$ cat src/hw/acs_defines.svh
// offsets, field positions and timing counts of the conversion sequencer
// assumes the includer uses byte addresses on a 12-bit register address port
`ifndef ACS_DEFINES_SVH
`define ACS_DEFINES_SVH

// register offsets
`define ACS_OFS_STS 12'h000
`define ACS_OFS_IEN 12'h004
`define ACS_OFS_CTRL 12'h008
`define ACS_OFS_CFG1 12'h00C
`define ACS_OFS_CHSEL 12'h028
`define ACS_OFS_DATA 12'h040
`define ACS_OFS_CCFG 12'h308

// status and interrupt enable bits
`define ACS_B_EOC 2
`define ACS_B_EOS 3
`define ACS_B_OVR 4

// control bits
`define ACS_B_ON 0
`define ACS_B_GO 2
`define ACS_B_STOP 4
`define ACS_B_CAL 31

// config_register_one fields
`define ACS_B_RES 3
`define ACS_B_ALIGN 5
`define ACS_B_TSEL 6
`define ACS_B_EDGE 10
`define ACS_B_REPEAT 13
`define ACS_B_STEP 16

// common_config_register
`define ACS_B_TEMP_SENSOR_ON 23

// channels
`define ACS_NUM_CH 18
`define ACS_CH_TEMP 5'h10
`define ACS_CH_VREF 5'h11

// times in tenths of a converter clock cycle
`define ACS_TSMPL_X10 15
`define ACS_TSAR12_X10 125
`define ACS_TSAR10_X10 115
`define ACS_TSAR8_X10 95
`define ACS_TSAR6_X10 75
// cycle counts derived from the times, and the calibration cycle count
`define ACS_SMPL_CYC ((`ACS_TSMPL_X10 + 9) / 10)
`define ACS_SAR_CYC(t) (((t) + `ACS_TSMPL_X10) / 10 - `ACS_SMPL_CYC)
`define ACS_CAL_CYC 83

`endif

$ cat src/hw/acs_pkg.sv
// types of the conversion sequencer
// assumes acs_defines.svh for field positions
package acs_pkg;

   typedef enum logic [3:0]
   {
      ST_IDLE = 4'b0001,
      ST_CAL = 4'b0010,
      ST_SAMPLE = 4'b0100,
      ST_CONVERT = 4'b1000
   } acs_state_e;

   typedef struct packed
   {
      acs_state_e st;
      logic [7:0] cnt;
      logic [4:0] chan;
      logic [4:0] seq_pos;
      logic conv_on;
      logic go;
      logic [2:0] ien;
      logic eoc;
      logic eos;
      logic ovr;
      logic [2:0] tsel;
      logic [1:0] edge_sel;
      logic align;
      logic [1:0] res;
      logic repeat_mode;
      logic step;
      logic [17:0] chmask;
      logic temp_sensor_on;
      logic [15:0] data;
      logic [31:0] rdata;
      logic [11:0] sar_s1;
      logic [11:0] sar_s2;
      logic [6:0] calf_s1;
      logic [6:0] calf_s2;
      logic irq;
   } acs_seq_s;

   typedef struct packed
   {
      logic [5:0] s1;
      logic [5:0] s2;
      logic prev;
      logic pulse;
   } acs_trig_s;

endpackage

$ cat src/hw/acs_trigger_detect.sv
// trigger source selection and edge detection
// assumes trigger inputs are asynchronous to REF_CLK_I
`timescale 1ns/1ns
module acs_trigger_detect
   import acs_pkg::*;
(
   // clock and reset
   input wire logic clk_i,
   input wire logic rst_n_i,
   // trigger sources
   input wire logic [4:0] timer_trigger_in_i,
   input wire logic ext_trig_i,
   // configuration
   input wire logic [2:0] trigger_source_select_i,
   input wire logic [1:0] trigger_edge_select_i,
   // detected event
   output logic trig_o
);

   acs_trig_s q, d;
   logic sel;

   always_comb
   begin
      d = q;
      d.s1 = {ext_trig_i, timer_trigger_in_i};
      d.s2 = q.s1;
      // codes 101 and 110 select nothing
      unique case (trigger_source_select_i)
         3'h7: sel = q.s2[5];
         3'h5, 3'h6: sel = 1'b0;
         default: sel = q.s2[trigger_source_select_i];
      endcase
      d.prev = sel;
      unique case (trigger_edge_select_i)
         2'h1: d.pulse = sel & ~q.prev;
         2'h2: d.pulse = ~sel & q.prev;
         2'h3: d.pulse = sel ^ q.prev;
         default: d.pulse = 1'b0;
      endcase
   end

   always_ff @(posedge clk_i or negedge rst_n_i)
   begin
      if (!rst_n_i)
         q <= '0;
      else
         q <= d;
   end

   assign trig_o = q.pulse;

endmodule

$ cat src/hw/acs_sequencer.sv
// conversion sequencer: calibration, channel sequencing, triggers, results, flags
// assumes the analog core holds SAR_RESULT_I and CAL_FACTOR_I steady at phase ends
`timescale 1ns/1ns
`include "acs_defines.svh"
// Operation
// - software sets calibration start; device clears it when calibration ends.
// - calibration factor appears in result bits 6 to 0.
// - no conversion starts or runs while calibration is in progress.
// - repeat mode off converts channel or group once per start.
// - conversion starts by software go bit or selected hardware trigger.
// - repeat mode on converts channel or group again and again; step mode still returns to idle after one channel.
// - each conversion stores result, sets done flag, interrupt if enabled.
// - last channel sets sequence done flag, interrupt if enabled.
// - step mode converts only the next single channel per trigger.
// - step mode off converts every channel of sequence per trigger.
// - sixteen external channels numbered 0 to 15 are selectable.
// - temperature sensor is channel 16, enabled by common config bit.
// - internal reference voltage is channel 17.
// - three-bit source field: timers 000 to 100, 111 external pin.
// - edge field: 00 off, 01 rising, 10 falling, 11 both.
// - alignment bit stores result left or right in sixteen bits.
// - resolution 12/10/8/6 bits, 12.5/11.5/9.5/7.5 cycles after 1.5 sampling.
// - conversion completing while done flag set sets overrun flag.
module acs_sequencer
   import acs_pkg::*;
(
   // clock and reset
   input wire logic REF_CLK_I,
   input wire logic RST_N_I,
   // register port
   input wire logic [11:0] ADDR_I,
   input wire logic [31:0] WDATA_I,
   input wire logic WR_I,
   input wire logic RD_I,
   output logic [31:0] RDATA_O,
   // trigger sources
   input wire logic [4:0] TIMER_TRIGGER_IN_I,
   input wire logic EXT_TRIG_I,
   // analog core
   input wire logic [11:0] SAR_RESULT_I,
   input wire logic [6:0] CAL_FACTOR_I,
   output logic [4:0] CHANNEL_SELECT_O,
   output logic SAMPLE_O,
   output logic CONVERT_O,
   output logic CALIBRATE_O,
   output logic TEMP_SENSOR_ON_O,
   // interrupt
   output logic IRQ_O
);

   acs_seq_s q, d;
   logic trig;
   logic fin;
   logic last;
   logic ctl_wr;
   logic [5:0] nx_first;
   logic [5:0] nx_after;

   // lowest selected channel at or above from, with found bit
   function automatic logic [5:0] next_chan(input logic [17:0] mask, input logic [5:0] from);
      logic [5:0] r;
      r = '0;
      for (int i = `ACS_NUM_CH - 1; i >= 0; i--)
      begin
         if (mask[i] && (6'(i) >= from))
            r = {1'b1, 5'(i)};
      end
      return r;
   endfunction

   // approximation cycles for the selected resolution
   function automatic logic [7:0] sar_cycles(input logic [1:0] res);
      logic [7:0] c;
      unique case (res)
         2'h0: c = 8'(`ACS_SAR_CYC(`ACS_TSAR12_X10));
         2'h1: c = 8'(`ACS_SAR_CYC(`ACS_TSAR10_X10));
         2'h2: c = 8'(`ACS_SAR_CYC(`ACS_TSAR8_X10));
         2'h3: c = 8'(`ACS_SAR_CYC(`ACS_TSAR6_X10));
      endcase
      return c;
   endfunction

   // keep top bits of the raw result, place left or right
   function automatic logic [15:0] align_result(input logic [11:0] v, input logic [1:0] res,
                                                input logic left);
      logic [3:0] sh;
      logic [15:0] t;
      sh = 4'h4 + {1'b0, res, 1'b0};
      t = {v, 4'h0} >> sh;
      return left ? (t << sh) : t;
   endfunction

   acs_trigger_detect u_trig
   (
      .clk_i(REF_CLK_I),
      .rst_n_i(RST_N_I),
      .timer_trigger_in_i(TIMER_TRIGGER_IN_I),
      .ext_trig_i(EXT_TRIG_I),
      .trigger_source_select_i(q.tsel),
      .trigger_edge_select_i(q.edge_sel),
      .trig_o(trig)
   );

   always_comb
   begin
      logic wr_ctrl;
      logic sw_go;
      logic start;
      logic [5:0] nx;
      wr_ctrl = 1'b0;
      sw_go = 1'b0;
      start = 1'b0;
      nx = '0;
      d = q;
      d.rdata = '0;
      d.sar_s1 = SAR_RESULT_I;
      d.sar_s2 = q.sar_s1;
      d.calf_s1 = CAL_FACTOR_I;
      d.calf_s2 = q.calf_s1;
      // register writes; flag clears come before any hardware set
      if (WR_I)
      begin
         case (ADDR_I)
            `ACS_OFS_STS:
            begin
               if (WDATA_I[`ACS_B_EOC]) d.eoc = 1'b0;
               if (WDATA_I[`ACS_B_EOS]) d.eos = 1'b0;
               if (WDATA_I[`ACS_B_OVR]) d.ovr = 1'b0;
            end
            `ACS_OFS_IEN: d.ien = WDATA_I[`ACS_B_OVR:`ACS_B_EOC];
            `ACS_OFS_CTRL: wr_ctrl = 1'b1;
            `ACS_OFS_CFG1:
            begin
               d.res = WDATA_I[`ACS_B_RES +: 2];
               d.align = WDATA_I[`ACS_B_ALIGN];
               d.tsel = WDATA_I[`ACS_B_TSEL +: 3];
               d.edge_sel = WDATA_I[`ACS_B_EDGE +: 2];
               d.repeat_mode = WDATA_I[`ACS_B_REPEAT];
               d.step = WDATA_I[`ACS_B_STEP];
            end
            `ACS_OFS_CHSEL: d.chmask = WDATA_I[`ACS_NUM_CH-1:0];
            `ACS_OFS_CCFG: d.temp_sensor_on = WDATA_I[`ACS_B_TEMP_SENSOR_ON];
            default: ;
         endcase
      end
      if (wr_ctrl)
      begin
         d.conv_on = WDATA_I[`ACS_B_ON];
         // calibration only from idle with the converter off
         if (WDATA_I[`ACS_B_CAL] && !q.conv_on && q.st == ST_IDLE)
         begin
            d.st = ST_CAL;
            d.cnt = '0;
         end
         sw_go = WDATA_I[`ACS_B_GO] && q.conv_on && q.st != ST_CAL && !q.go;
         if (sw_go)
            d.go = 1'b1;
      end
      // software start without edge detection, else armed trigger
      start = q.st == ST_IDLE && q.conv_on &&
              ((sw_go && q.edge_sel == 2'h0) || (q.go && q.edge_sel != 2'h0 && trig));
      unique case (q.st)
         ST_IDLE:
         begin
            if (start)
            begin
               nx = next_chan(q.chmask, q.step ? {1'b0, q.seq_pos} : 6'h00);
               if (nx[5])
               begin
                  d.chan = nx[4:0];
                  d.st = ST_SAMPLE;
                  d.cnt = '0;
               end
               else if (q.edge_sel == 2'h0)
                  d.go = 1'b0;
            end
         end
         ST_CAL:
         begin
            d.cnt = q.cnt + 8'h01;
            if (q.cnt == 8'(`ACS_CAL_CYC - 1))
            begin
               d.data = {9'h000, q.calf_s2};
               d.st = ST_IDLE;
            end
         end
         ST_SAMPLE:
         begin
            d.cnt = q.cnt + 8'h01;
            if (q.cnt == 8'(`ACS_SMPL_CYC - 1))
            begin
               d.st = ST_CONVERT;
               d.cnt = '0;
            end
         end
         ST_CONVERT:
         begin
            d.cnt = q.cnt + 8'h01;
            if (q.cnt == sar_cycles(q.res) - 8'h01)
            begin
               d.cnt = '0;
               d.data = align_result(q.sar_s2, q.res, q.align);
               d.eoc = 1'b1;
               if (q.eoc)
                  d.ovr = 1'b1;
               nx = next_chan(q.chmask, {1'b0, q.chan} + 6'h01);
               if (!nx[5])
                  d.eos = 1'b1;
               if (q.step)
               begin
                  d.seq_pos = nx[5] ? nx[4:0] : 5'h00;
                  d.st = ST_IDLE;
                  if (q.edge_sel == 2'h0)
                     d.go = 1'b0;
               end
               else if (nx[5])
                  d.chan = nx[4:0];
               else if (q.repeat_mode && q.go)
                  d.chan = nx_first[4:0];
               else
               begin
                  d.st = ST_IDLE;
                  if (q.edge_sel == 2'h0)
                     d.go = 1'b0;
               end
               if (d.st == ST_CONVERT)
                  d.st = ST_SAMPLE;
            end
         end
      endcase
      // stop request or converter off aborts conversion
      if (wr_ctrl && (WDATA_I[`ACS_B_STOP] || !WDATA_I[`ACS_B_ON]))
      begin
         d.go = 1'b0;
         if (q.st == ST_SAMPLE || q.st == ST_CONVERT)
            d.st = ST_IDLE;
      end
      if (RD_I)
      begin
         case (ADDR_I)
            `ACS_OFS_STS: d.rdata = 32'({q.ovr, q.eos, q.eoc}) << `ACS_B_EOC;
            `ACS_OFS_IEN: d.rdata = 32'(q.ien) << `ACS_B_EOC;
            `ACS_OFS_CTRL: d.rdata = (32'(q.st == ST_CAL) << `ACS_B_CAL) |
                                     (32'(q.go) << `ACS_B_GO) | 32'(q.conv_on);
            `ACS_OFS_CFG1: d.rdata = (32'(q.res) << `ACS_B_RES) |
                                     (32'(q.align) << `ACS_B_ALIGN) |
                                     (32'(q.tsel) << `ACS_B_TSEL) |
                                     (32'(q.edge_sel) << `ACS_B_EDGE) |
                                     (32'(q.repeat_mode) << `ACS_B_REPEAT) |
                                     (32'(q.step) << `ACS_B_STEP);
            `ACS_OFS_CHSEL: d.rdata = 32'(q.chmask);
            `ACS_OFS_DATA: d.rdata = 32'(q.data);
            `ACS_OFS_CCFG: d.rdata = 32'(q.temp_sensor_on) << `ACS_B_TEMP_SENSOR_ON;
            default: d.rdata = '0;
         endcase
      end
      d.irq = |({d.ovr, d.eos, d.eoc} & d.ien);
   end

   always_ff @(posedge REF_CLK_I or negedge RST_N_I)
   begin
      if (!RST_N_I)
      begin
         q <= '0;
         q.st <= ST_IDLE;
      end
      else
         q <= d;
   end

   assign RDATA_O = q.rdata;
   assign CHANNEL_SELECT_O = q.chan;
   assign SAMPLE_O = q.st == ST_SAMPLE;
   assign CONVERT_O = q.st == ST_CONVERT;
   assign CALIBRATE_O = q.st == ST_CAL;
   assign TEMP_SENSOR_ON_O = q.temp_sensor_on;
   assign IRQ_O = q.irq;

   // helpers for the checks
   assign ctl_wr = WR_I && ADDR_I == `ACS_OFS_CTRL;
   assign fin = q.st == ST_CONVERT && q.cnt == sar_cycles(q.res) - 8'h01 && !ctl_wr;
   assign nx_first = next_chan(q.chmask, 6'h00);
   assign nx_after = next_chan(q.chmask, {1'b0, q.chan} + 6'h01);
   assign last = !nx_after[5];
endmodule

$ cat config.mk
export PLATFORM = sky130hd
export DESIGN_NAME = acs_sequencer
export DESIGN_NICKNAME = d
export VERILOG_FILES = /design/src/hw/acs_pkg.sv /design/src/hw/acs_trigger_detect.sv /design/src/hw/acs_sequencer.sv
export VERILOG_INCLUDE_DIRS = /design/src /design/src/hw
export SDC_FILE = /design/constraint.sdc
export NUM_CORES = 1
export LEC_CHECK = 0
export BUFFER_PORTS_ARGS = -buffer_cell sky130_fd_sc_hd__buf_2
export CAP_MARGIN = 15
export CORE_ASPECT_RATIO = 1.5
export CORE_UTILIZATION = 43
export CTS_BUF_LIST = sky130_fd_sc_hd__clkbuf_8
export DETAILED_ROUTE_END_ITERATION = 7
export SETUP_SLACK_MARGIN = 0.15
export SYNTH_ARGS = -nofsm -noshare
export SYNTH_HDL_FRONTEND = slang
export SYNTH_HIERARCHICAL = 1
export SYNTH_SLANG_ARGS = --single-unit
export TNS_END_PERCENT = 100
$ cat constraint.sdc
create_clock -name REF_CLK_I -period 6.4 [get_ports REF_CLK_I]
set_input_delay 1.28 -clock REF_CLK_I [delete_from_list [all_inputs] [get_ports REF_CLK_I]]
set_output_delay 1.28 -clock REF_CLK_I [all_outputs]
set_load 0.05 [all_outputs]
-- Word level (Yosys, flattened, before mapping)
Cells that the tools add are included.
- register bits after elaboration: 160
- bits in latches: 0
- RAM bits: 0
- bits in read-only memories: 0
- input port bits: 73
- output and inout port bits: 42
- logic and storage cells: 303
- memories: 0
- $add $sub $neg: 4
- multipliers: 0
- div/mod/pow operators: 0
- magnitude comparators: 37
- equality and inequality tests: 30
- shifts and indexed selects: 2
- multiplexer cells: 120
- bitwise operators: 13
- reductions and logical operators: 68
- operator list (cell ; number):
    6-bit two-way mux ; 40
    32-bit one-hot mux with 7 select lines ; 1
    5-bit two-way mux ; 24
    4-bit by 6-bit greater-or-equal comparator with 1-bit output (first input constant) ; 8
    1-bit logical AND ; 48
    16-bit two-way mux ; 3
    12-bit one-hot mux with 4 select lines ; 1
    4-bit by 5-bit greater-or-equal comparator with 1-bit output (first input constant) ; 8
    12-bit two-way mux ; 3
    4-bit two-way mux ; 9
    35-bit two-way mux ; 1
    17-bit two-way mux ; 2
    32-bit two-way mux ; 1
    32-bit by 1-bit bitwise OR with 32-bit output ; 1
    32-bit by 3-bit bitwise OR with 32-bit output ; 1
    16-bit one-hot mux with 2 select lines ; 1
    8-bit one-hot mux with 4 select lines ; 1
    12-bit by 4-bit equality test with 1-bit output (second input constant) ; 2
    3-bit by 6-bit greater-or-equal comparator with 1-bit output (first input constant) ; 4
    22-bit two-way mux ; 1
    3-bit by 5-bit greater-or-equal comparator with 1-bit output (first input constant) ; 4
    1-bit two-way mux ; 20
    18-bit two-way mux ; 1
    14-bit by 17-bit bitwise OR with 17-bit output ; 1
    56 further kinds ; 88

-- Logic depth before layout (Yosys ltp)
Gate-level depths: netlist of run 1.
- depth in word-level cells: 33
- mapped depth: 11
- gate-level depth less buffers: 10

-- By module
The synthesis of run 1 kept the hierarchy.
- by module, submodules not included (module ; times used ; cells each ; area each (sq um) ; seq. area each (sq um)):
    acs_sequencer ; 1 ; 797 ; 7523.5 ; 3354.5
    acs_trigger_detect ; 1 ; 32 ; 484.2 ; 350.3

-- Worst setup path after synthesis of run 1
OpenSTA, ideal clock, no wires.
- path type: register -> output
- start point: register q[143] in the netlist's numbering
- end point: output port SAMPLE_O
- data arrival time: 2287 ps
- required time: 5120 ps
- path slack: 2833 ps
- stages on the path, launching flop included: 2
- buffers on the path: 0
- cell sequence: dfrtp_1 -> nor4b_1
- word-level cells in the longest chain between the ends: 1
- RTL lines (what ; line ; source):
    from (decl) ; acs_sequencer.sv:51 ; acs_seq_s q, d;
    4-bit by 3-bit equality test with 1-bit output ; acs_sequencer.sv:273 ; assign SAMPLE_O = q.st == ST_SAMPLE;
    to (decl) ; acs_sequencer.sv:43 ; output logic SAMPLE_O,
Every way passes these cells.

-- Worst setup path in the final report of run 1
- start point: register q, in the netlist CHANNEL_SELECT_O[0]
- end point: register q, in the netlist CHANNEL_SELECT_O[3]
- word-level cells in the longest chain between the ends: 27
- elaborated cells between the ends (all ways): 63
- classes of those cells: 1 x add/sub; 18 x order compare; 1 x eq/ne; 24 x mux; 19 x reduce/logical
- RTL lines (what ; line ; source):
    5-bit by 1-bit adder with 6-bit output (*) ; -- ;
    5-bit by 6-bit greater-or-equal comparator with 1-bit output ; -- ;
    1-bit logical AND ; -- ;
    6-bit two-way mux (3 in a row) ; acs_sequencer.sv:65 ; if (mask[i] && (6'(i) >= from))
    6-bit two-way mux (6 in a row) ; -- ;
    6-bit two-way mux ; acs_sequencer.sv:65 ;
    6-bit two-way mux ; -- ;
    6-bit two-way mux (5 in a row) ; acs_sequencer.sv:65 ;
    6-bit two-way mux ; -- ;
    6-bit two-way mux (*) ; -- ;
    6-bit two-way mux (*) ; acs_sequencer.sv:199 ; if (q.cnt == sar_cycles(q.res) - 8'h01)
    6-bit two-way mux (*) ; acs_sequencer.sv:162 ; unique case (q.st)
    5-bit two-way mux ; acs_sequencer.sv:216 ; else if (nx[5])
    5-bit two-way mux ; acs_sequencer.sv:209 ; if (q.step)
    22-bit two-way mux ; acs_sequencer.sv:199 ;
    5-bit one-hot mux with 2 select lines ; acs_sequencer.sv:162 ;
Every way passes the cells marked *; elsewhere a longest branch is shown, timed or not. The select of a mux whose other input is x is not followed.
A chain may end at the register's enable or synchronous reset.

==> out/qor.txt, run 1 <==
run status: completed
Total Wirelength: 22,800 um
Worst-path clk slew: 90 ps
vias in the first global route: 6,539
hold crit path type: flop to flop
via count: 6,584
M2 GR Usage: 44.0%
routability cong.: 0.954
sequential area share after synthesis: 46.3%
die height: 169 um
final worst path period share: 60.8%
max cap viols: 0
asr flop ratio synth: 100%
GR Util met3: 4.89%
core footprint: 18,100 sq um
CTS sink count: 148
Pwr Density: 199 nW/um^2
Slowest-stage cell, CP: ha_1
met1 usage: 27.1%
htree depth: 4
Startpoint Class: flop
clk buf depth: 2
number of enable flip-flop cells after synthesis: 0
FF/Latch Area: 3700 sq um
final setup fails: 0
Fin Setup TNS: 0 ps
peak supply drop: 0.000145 V
Area after DPL: 8350 sq um
busiest layer in global routing: met2
clock skew: 23.4 ps
area of the multi-input gates: 3760 sq um
worst skew pair latency: 470 ps
Synth Instances: 829
Seq cells post-synth: 148
Slew Limit Fails: 0
Crit Path Category: flop to flop
initial antenna violation count: 1
Area growth, synth to finish: 8.83%
grt ovf: 0
fmax: 257 MHz
post-DP HPWL: 16,800 um
Final Core Density: 48.2%
overall power: 1.74 mW
DR iter-0 viols: 449
share of post-route cells with drive strength above 1: 21.2%
sw frac: 26.9%
Primary FF master, synth: dfrtp_1
Critical Path End Type: flop
synth unique cells: 88
TritonCTS clock tree: done
drt drc: 0
post-route cell area: 8710 sq um
Vias/cell: 5.84
Port Buffers: 90
Worst EP required: 6810 ps
synth warn: 6
drt first pass iters: 6
Avg Inst Size Synth: 9.66 sq um
Internal Pwr Total: 1.27 mW
final critical-path required period: 3890 ps
Synth area leader: dfrtp_1
Max FO, Critical Path: 17
combinational share of power: 4.9%
Core Rows: 60
die area: 19,200 sq um
largest net degree at the start of global routing: 78
RSZ-0062 raised after global routing: no
Synth area leaders: dfrtp_1 46%, mux2_2 4.4%, nand2_1 4.1%
LEAKAGE: 3.85 nW
Seq pwr share: 55.3%
slowest stage delay, CP: 690 ps
num ports: 115
CP most frequent cell: o31a_1
critical path arrival: 4300 ps
clock share of power: 39.8%
CTS Buf Count: 17
share of the synthesized area in the top cell type: 45.9%
initial core utilization: 44.3%
CTS-repair resized insts: 0
Filler cells: 1,803
hold buffers post-CTS: 0
sw power: 468 uW
CP bufs+invs: 0
antenna-violating nets left: 0
routed len/inst: 20.2 um
Syn Std Cell Area: 8010 sq um
Worst path top cell family by delay: simple AND/OR/NAND/NOR gates
GRT Total Usage: 24.7%
postcts setup bufs: 0
Die Wd: 113 um
clk root buf: clkbuf_8
Slew headroom: 28.0%
Hold Fails Final Rpt: 0
Critical Path, Cell by Cell: ha_1 > xnor2_1 > a221oi_2 > nand3_1 > o31a_1 > nor4_4 > nand4b_1 > nor3_1 > o31a_1
fin nets: 945
Worst Max-Slew Pin Slew: 1080 ps
global-route wire length before repair: 35,500 um
==> path summary, 6_finish.rpt <==
kind | slack, ps | end | cells past startpoint | start
min in group asynchronous | 820 | RDATA_O[17]$_DFF_PN0_ | 1 | RST_N_I
max in group asynchronous | 4250 | q[2]$_DFF_PN0_ | 2 | RST_N_I
min | 350 | q[2]$_DFF_PN0_ | 0 | d[2]$_DFF_PN0_
max reg2reg | 2510 | CHANNEL_SELECT_O[3]$_DFFE_PN0P_ | 9 | CHANNEL_SELECT_O[0]$_DFFE_PN0P_
max | 2510 | CHANNEL_SELECT_O[3]$_DFFE_PN0P_ | 9 | CHANNEL_SELECT_O[0]$_DFFE_PN0P_
min reg2reg | 350 | q[2]$_DFF_PN0_ | 0 | d[2]$_DFF_PN0_
==> power groups by stage <==
stage	Combinational, mW	Clock [mW]	Sequential [mW]
3_5_place_dp	0.0862	0	0.979
4_1_cts	0.0864	0.712	0.960
3_3_place_gp	0.0857	0	0.979
6_report	0.0846	0.691	0.960
5_1_grt	0.0938	0.744	0.963
2_1_floorplan	0.0432	0	0.976
==> through the flow <==
stage,std cells,setup WS [ps],hold slack (ps)
after global routing,1126,2310,356
after global placement,1094,2370,332
after detailed placement,1094,2370,335
final,1127,2510,352
after floorplan,840,2830,331
after CTS,1126,2590,354
==> metal layers <==
layer / vias up / part of all wire, %
met3: 73 / 5.1
met2: 252 / 53
li1: 3065 / -
met5: - / 0
met4: 0 / 5.1
met1: 3194 / 37
==> Yosys cell counts, types with 7 or more instances <==
library cell,number
nand2_1,88
o211ai_1,10
a22oi_1,19
nand3_1,32
nand4_1,9
nand2b_1,8
nor2b_1,14
o21ai_0,53
mux2i_1,7
nor2_1,59
buf_2,12
nor4_1,8
a21oi_1,39
inv_1,23
a31oi_1,14
buf_4,39
clkbuf_1,29
ha_1,7
dfrtp_1,147
nor3_1,9
a222oi_1,11
mux2_2,31
==> state kept, by name (all words and copies together) (netlist names) <==
| signal | cells |
|---|---|
| u_trig/d | 6 |
| RDATA_O | 20 |
| d | 19 |
| q | 88 |
| IRQ_O | 1 |
| TEMP_SENSOR_ON_O | 1 |
| u_trig/q | 7 |
| CHANNEL_SELECT_O | 5 |
| u_trig/trig_o | 1 |
==> layout by cell type (no fill, tap or decap), drive strengths merged, types with 6 or more instances in the layout <==
cell / n
dfrtp: 147
buf: 93
nand2: 88
nor2: 60
o21ai: 57
a21oi: 39
inv: 33
nand3: 32
mux2: 31
a22oi: 21
clkbuf: 18
a31oi: 14
nor2b: 14
conb: 12
a222oi: 11
nor4: 11
o211ai: 10
nor3: 10
nand4: 9
nand2b: 9
and2: 9
mux2i: 7
ha: 7
a211oi: 7
o31ai: 6
a21boi: 6
and3: 6
==> cells by family (layout without fill, tap and decap cells) <==
kind of cell,count (synthesis),after routing,synth area share (%)
DFF,148,148,46.3
adders and majority gates,7,7,1.09
buffers and inverters,111,149,7.50
AOI/OAI and AO/OA,231,231,20.0
xor gates and xnor gates,5,5,0.547
other,1,13,0.0468
muxes,42,42,6.36
and+or+nand+nor,284,284,18.1
==> final cells by class <==
| class | instances | share of cell area (%) |
|---|---|---|
| well taps | 248 | 3.56 |
| clock buffers | 18 | 2.84 |
| flip-flops and latches | 148 | 42.5 |
| clock inverters | 14 | 1.35 |
| inverters | 24 | 1.03 |
| diodes | 1 | 0.0287 |
| multi-input cells | 581 | 43.2 |
| repair buffers | 93 | 5.50 |
(Power assumes the default switching activity.)
==> inputs of run 2 (changes only) <==
ABC_AREA = 1   (was default)
clock period = 3.65 ns   (was 6.4 ns; I/O delays follow)
==> out/qor.txt, run 2 <==
run status: completed (unchanged)
share of post-route cells with drive strength above 1: 19.2% (was 21.2%)
Syn Std Cell Area: 7880 sq um (was 8010 sq um)
Critical Path End Type: flop (unchanged)
overall power: 3.18 mW (was 1.74 mW)
Hold Fails Final Rpt: 0 (unchanged)
share of the synthesized area in the top cell type: 46.7% (was 45.9%)
antenna-violating nets left: 0 (unchanged)
hold buffers post-CTS: 0 (unchanged)
GRT Total Usage: 23.2% (was 24.7%)
critical path arrival: 3290 ps (was 4300 ps)
fin nets: 1,137 (was 945)
asr flop ratio synth: 100% (unchanged)
Area growth, synth to finish: 11.9% (was 8.83%)
worst slack, placed: 614 ps (was 2370 ps)
number of enable flip-flop cells after synthesis: 0 (unchanged)
setup ws final: 719 ps (was 2510 ps)
Largest Register: q (unchanged)
num ports: 115 (unchanged)
Avg Inst Size Synth: 8.06 sq um (was 9.66 sq um)
CTS Buf Count: 17 (unchanged)
Worst R2R Start: q[106]$_DFFE_PN0P_ (was CHANNEL_SELECT_O[0]$_DFFE_PN0P_)
RSZ-0062 raised after global routing: no (unchanged)
Crit. Startpoint: q[106]$_DFFE_PN0P_ (was CHANNEL_SELECT_O[0]$_DFFE_PN0P_)
most common cell after layout, fill and taps aside: nand2_1 (was dfrtp_1)
post-DP HPWL: 16,000 um (was 16,800 um)
Seq pwr share: 52.9% (was 55.3%)
Final Core Density: 49.1% (was 48.2%)
Total Wirelength: 20,700 um (was 22,800 um)
synth cell count leaders: 188 x nand2_1, 147 x dfrtp_1, 138 x inv_1, 85 x nor2_1, 80 x o21ai_0 (was 147 x dfrtp_1, 88 x nand2_1, 59 x nor2_1, 53 x o21ai_0)
via count: 6,705 (was 6,584)
core footprint: 17,900 sq um (was 18,100 sq um)
Slowest-stage cell, CP: dfrtp_1 (was ha_1)
TritonCTS clock tree: done (unchanged)
initial core utilization: 43.9% (was 44.3%)
Core Rows: 60 (unchanged)
clock skew: 11.6 ps (was 23.4 ps)
clk root buf: clkbuf_8 (unchanged)
sequential area share after synthesis: 47.0% (was 46.3%)
R2R depth: 15 (was 9)
drt drc: 0 (unchanged)
final worst path period share: 80.3% (was 60.8%)
routed len/inst: 16.1 um (was 20.2 um)
Crit Path Category: flop to flop (unchanged)
sw frac: 27.5% (was 26.9%)
die height: 168 um (was 169 um)
Worst EP required: 4010 ps (was 6810 ps)
worst skew pair latency: 470 ps (about the same)
Vias/cell: 5.21 (was 5.84)
routability cong.: 0.906 (was 0.954)
Internal Pwr Total: 2.30 mW (was 1.27 mW)
Max FO, Critical Path: 11 (was 17)
vias in the first global route: 6,449 (was 6,539)
postcts setup bufs: 0 (unchanged)
slowest stage delay, CP: 590 ps (was 690 ps)
synth unique cells: 62 (was 88)
Synth area leaders: dfrtp_1 47%, nand2_1 9.0%, inv_1 6.6% (was dfrtp_1 46%, mux2_2 4.4%, nand2_1 4.1%)
global-route wire length before repair: 33,300 um (was 35,500 um)
Slew headroom: 37.0% (was 28.0%)
hold crit path type: input pin to asynchronous set/reset pin (was flop to flop)
synth warn: 6 (unchanged)
clock share of power: 41.6% (was 39.8%)
flop2flop setup slack: 720 ps (was 2510 ps)
Port Buffers: 90 (unchanged)
top-count cell post-synth: nand2_1 (was dfrtp_1)
final setup fails: 0 (unchanged)
Primary FF master, synth: dfrtp_1 (unchanged)
fmax: 341 MHz (was 257 MHz)
CTS sink count: 148 (unchanged)
Pwr Density: 360 nW/um^2 (was 199 nW/um^2)
initial antenna violation count: 0 (was 1)
largest net degree at the start of global routing: 72 (was 78)
max cap viols: 0 (unchanged)
DR iter-0 viols: 365 (was 449)
Fin Setup TNS: 0 ps (unchanged)
Inserted Diodes: 0 (was 1)
Synth area leader: dfrtp_1 (unchanged)
Worst-path clk slew: 100 ps (was 90 ps)
peak supply drop: 0.000308 V (was 0.000145 V)
CTS-repair resized insts: 0 (unchanged)
Finished Layout Cells: 1,287 (was 1,127)
combinational share of power: 5.5% (was 4.9%)
Worst Max-Slew Pin Slew: 942 ps (was 1080 ps)
htree depth: 4 (unchanged)
Synth Instances: 978 (was 829)
Startpoint Class: flop (unchanged)
dpl cells: 1,255 (was 1,094)
Filler cells: 1,817 (was 1,803)
drt first pass iters: 5 (was 6)
Die Wd: 113 um (about the same)
Largest register FFs: 88 (unchanged)
Slew Limit Fails: 0 (unchanged)
LEAKAGE: 4.41 nW (was 3.85 nW)
CP most frequent cell: nor2_1 (was o31a_1)
Seq cells post-synth: 148 (unchanged)
grt ovf: 0 (unchanged)
Critical Path, Cell by Cell: nand2_1 > inv_2 > nor2_2 > a31oi_1 > nor2_1 > nor2_1 > nand2_1 > nor2_1 > nand3_1 > nand4_2 > inv_2 > nand3_1 > o21ai_0 > nor2_1 > a21oi_1 (was ha_1 > xnor2_1 > a221oi_2 > nand3_1 > o31a_1 > nor4_4 > nand4b_1 > nor3_1 > o31a_1)
commonest cells after routing, fill and taps aside: 188 x nand2_1, 147 x dfrtp_1, 138 x inv_1 (was 147 x dfrtp_1, 89 x buf_2, 88 x nand2_1)
clk buf depth: 2 (unchanged)
sw power: 875 uW (was 468 uW)
die area: 18,900 sq um (was 19,200 sq um)
final critical-path required period: 2930 ps (was 3890 ps)
## run 2: layout make-up
class                           count  area [sq um]  area share, %
Clock buffer                       17           234           2.65
Clock inverter                     15           179           2.03
Inverter                          162           612           6.94
Multi-Input combinational cell    622          3240           36.7
Sequential cell                   148          3700           42.0
Tap cell                          217           272           3.08
Timing Repair Buffer              106           577           6.54
## run 2: cells by family (layout without fill, tap and decap cells)
| family | count (synthesis) | after routing | share of synthesized area (%) |
|---|---|---|---|
| AO/OA/AOI/OAI | 188 | 188 | 14.0 |
| XOR/XNOR | 5 | 5 | 0.556 |
| adder cells (fa/ha/maj) | 7 | 7 | 1.11 |
| buffers and inverters | 219 | 300 | 12.4 |
| flip-flops | 148 | 148 | 47.0 |
| multiplexers | 7 | 7 | 0.985 |
| other | 1 | 12 | 0.0476 |
| AND/OR/NAND/NOR | 403 | 403 | 23.9 |
## run 2: per-stage QoR
step | hold WS, ps | area, sq um
after floorplan | 331 | 7920
after global routing | 286 | 8820
after detailed placement | 336 | 8410
after global placement | 332 | 8410
after CTS | 247 | 8820
final | 241 | 8820
## run 2: worst paths after layout
path | to
worst max register to register | CHANNEL_SELECT_O[4]$_DFFE_PN0P_
worst min register to register | q[15]$_DFF_PN0_
max in group asynchronous | q[100]$_DFFE_PN0P_
worst min-delay path | q[141]$_DFF_PN0_
worst max-delay path | CHANNEL_SELECT_O[4]$_DFFE_PN0P_
min in group REF_CLK_I | d[17]$_DFF_PN0_
## run 2: layer usage
metal	GRT usage (%)	routed length (um)	share of wire, %
met5	0	0	0
met4	12.1	875	4.2
met3	3.49	798	3.9
met2	41.2	10900	53
met1	26.9	8150	39
## run 2: power groups by stage
stage | combinational (mW) | clock, mW | sequential [mW]
after detailed placement | 0.177 | 0 | 1.71
after global placement | 0.175 | 0 | 1.71
after CTS | 0.177 | 1.36 | 1.68
after global routing | 0.194 | 1.43 | 1.68
final | 0.174 | 1.32 | 1.68
after floorplan | 0.0956 | 0 | 1.71
## run 2: worst max-delay path, delay by kind of cell (launching register included)
family	cells	cell delay, ps
compound gates	3	340
buf+inv	2	340
simple gates	10	1530
flops	1	590
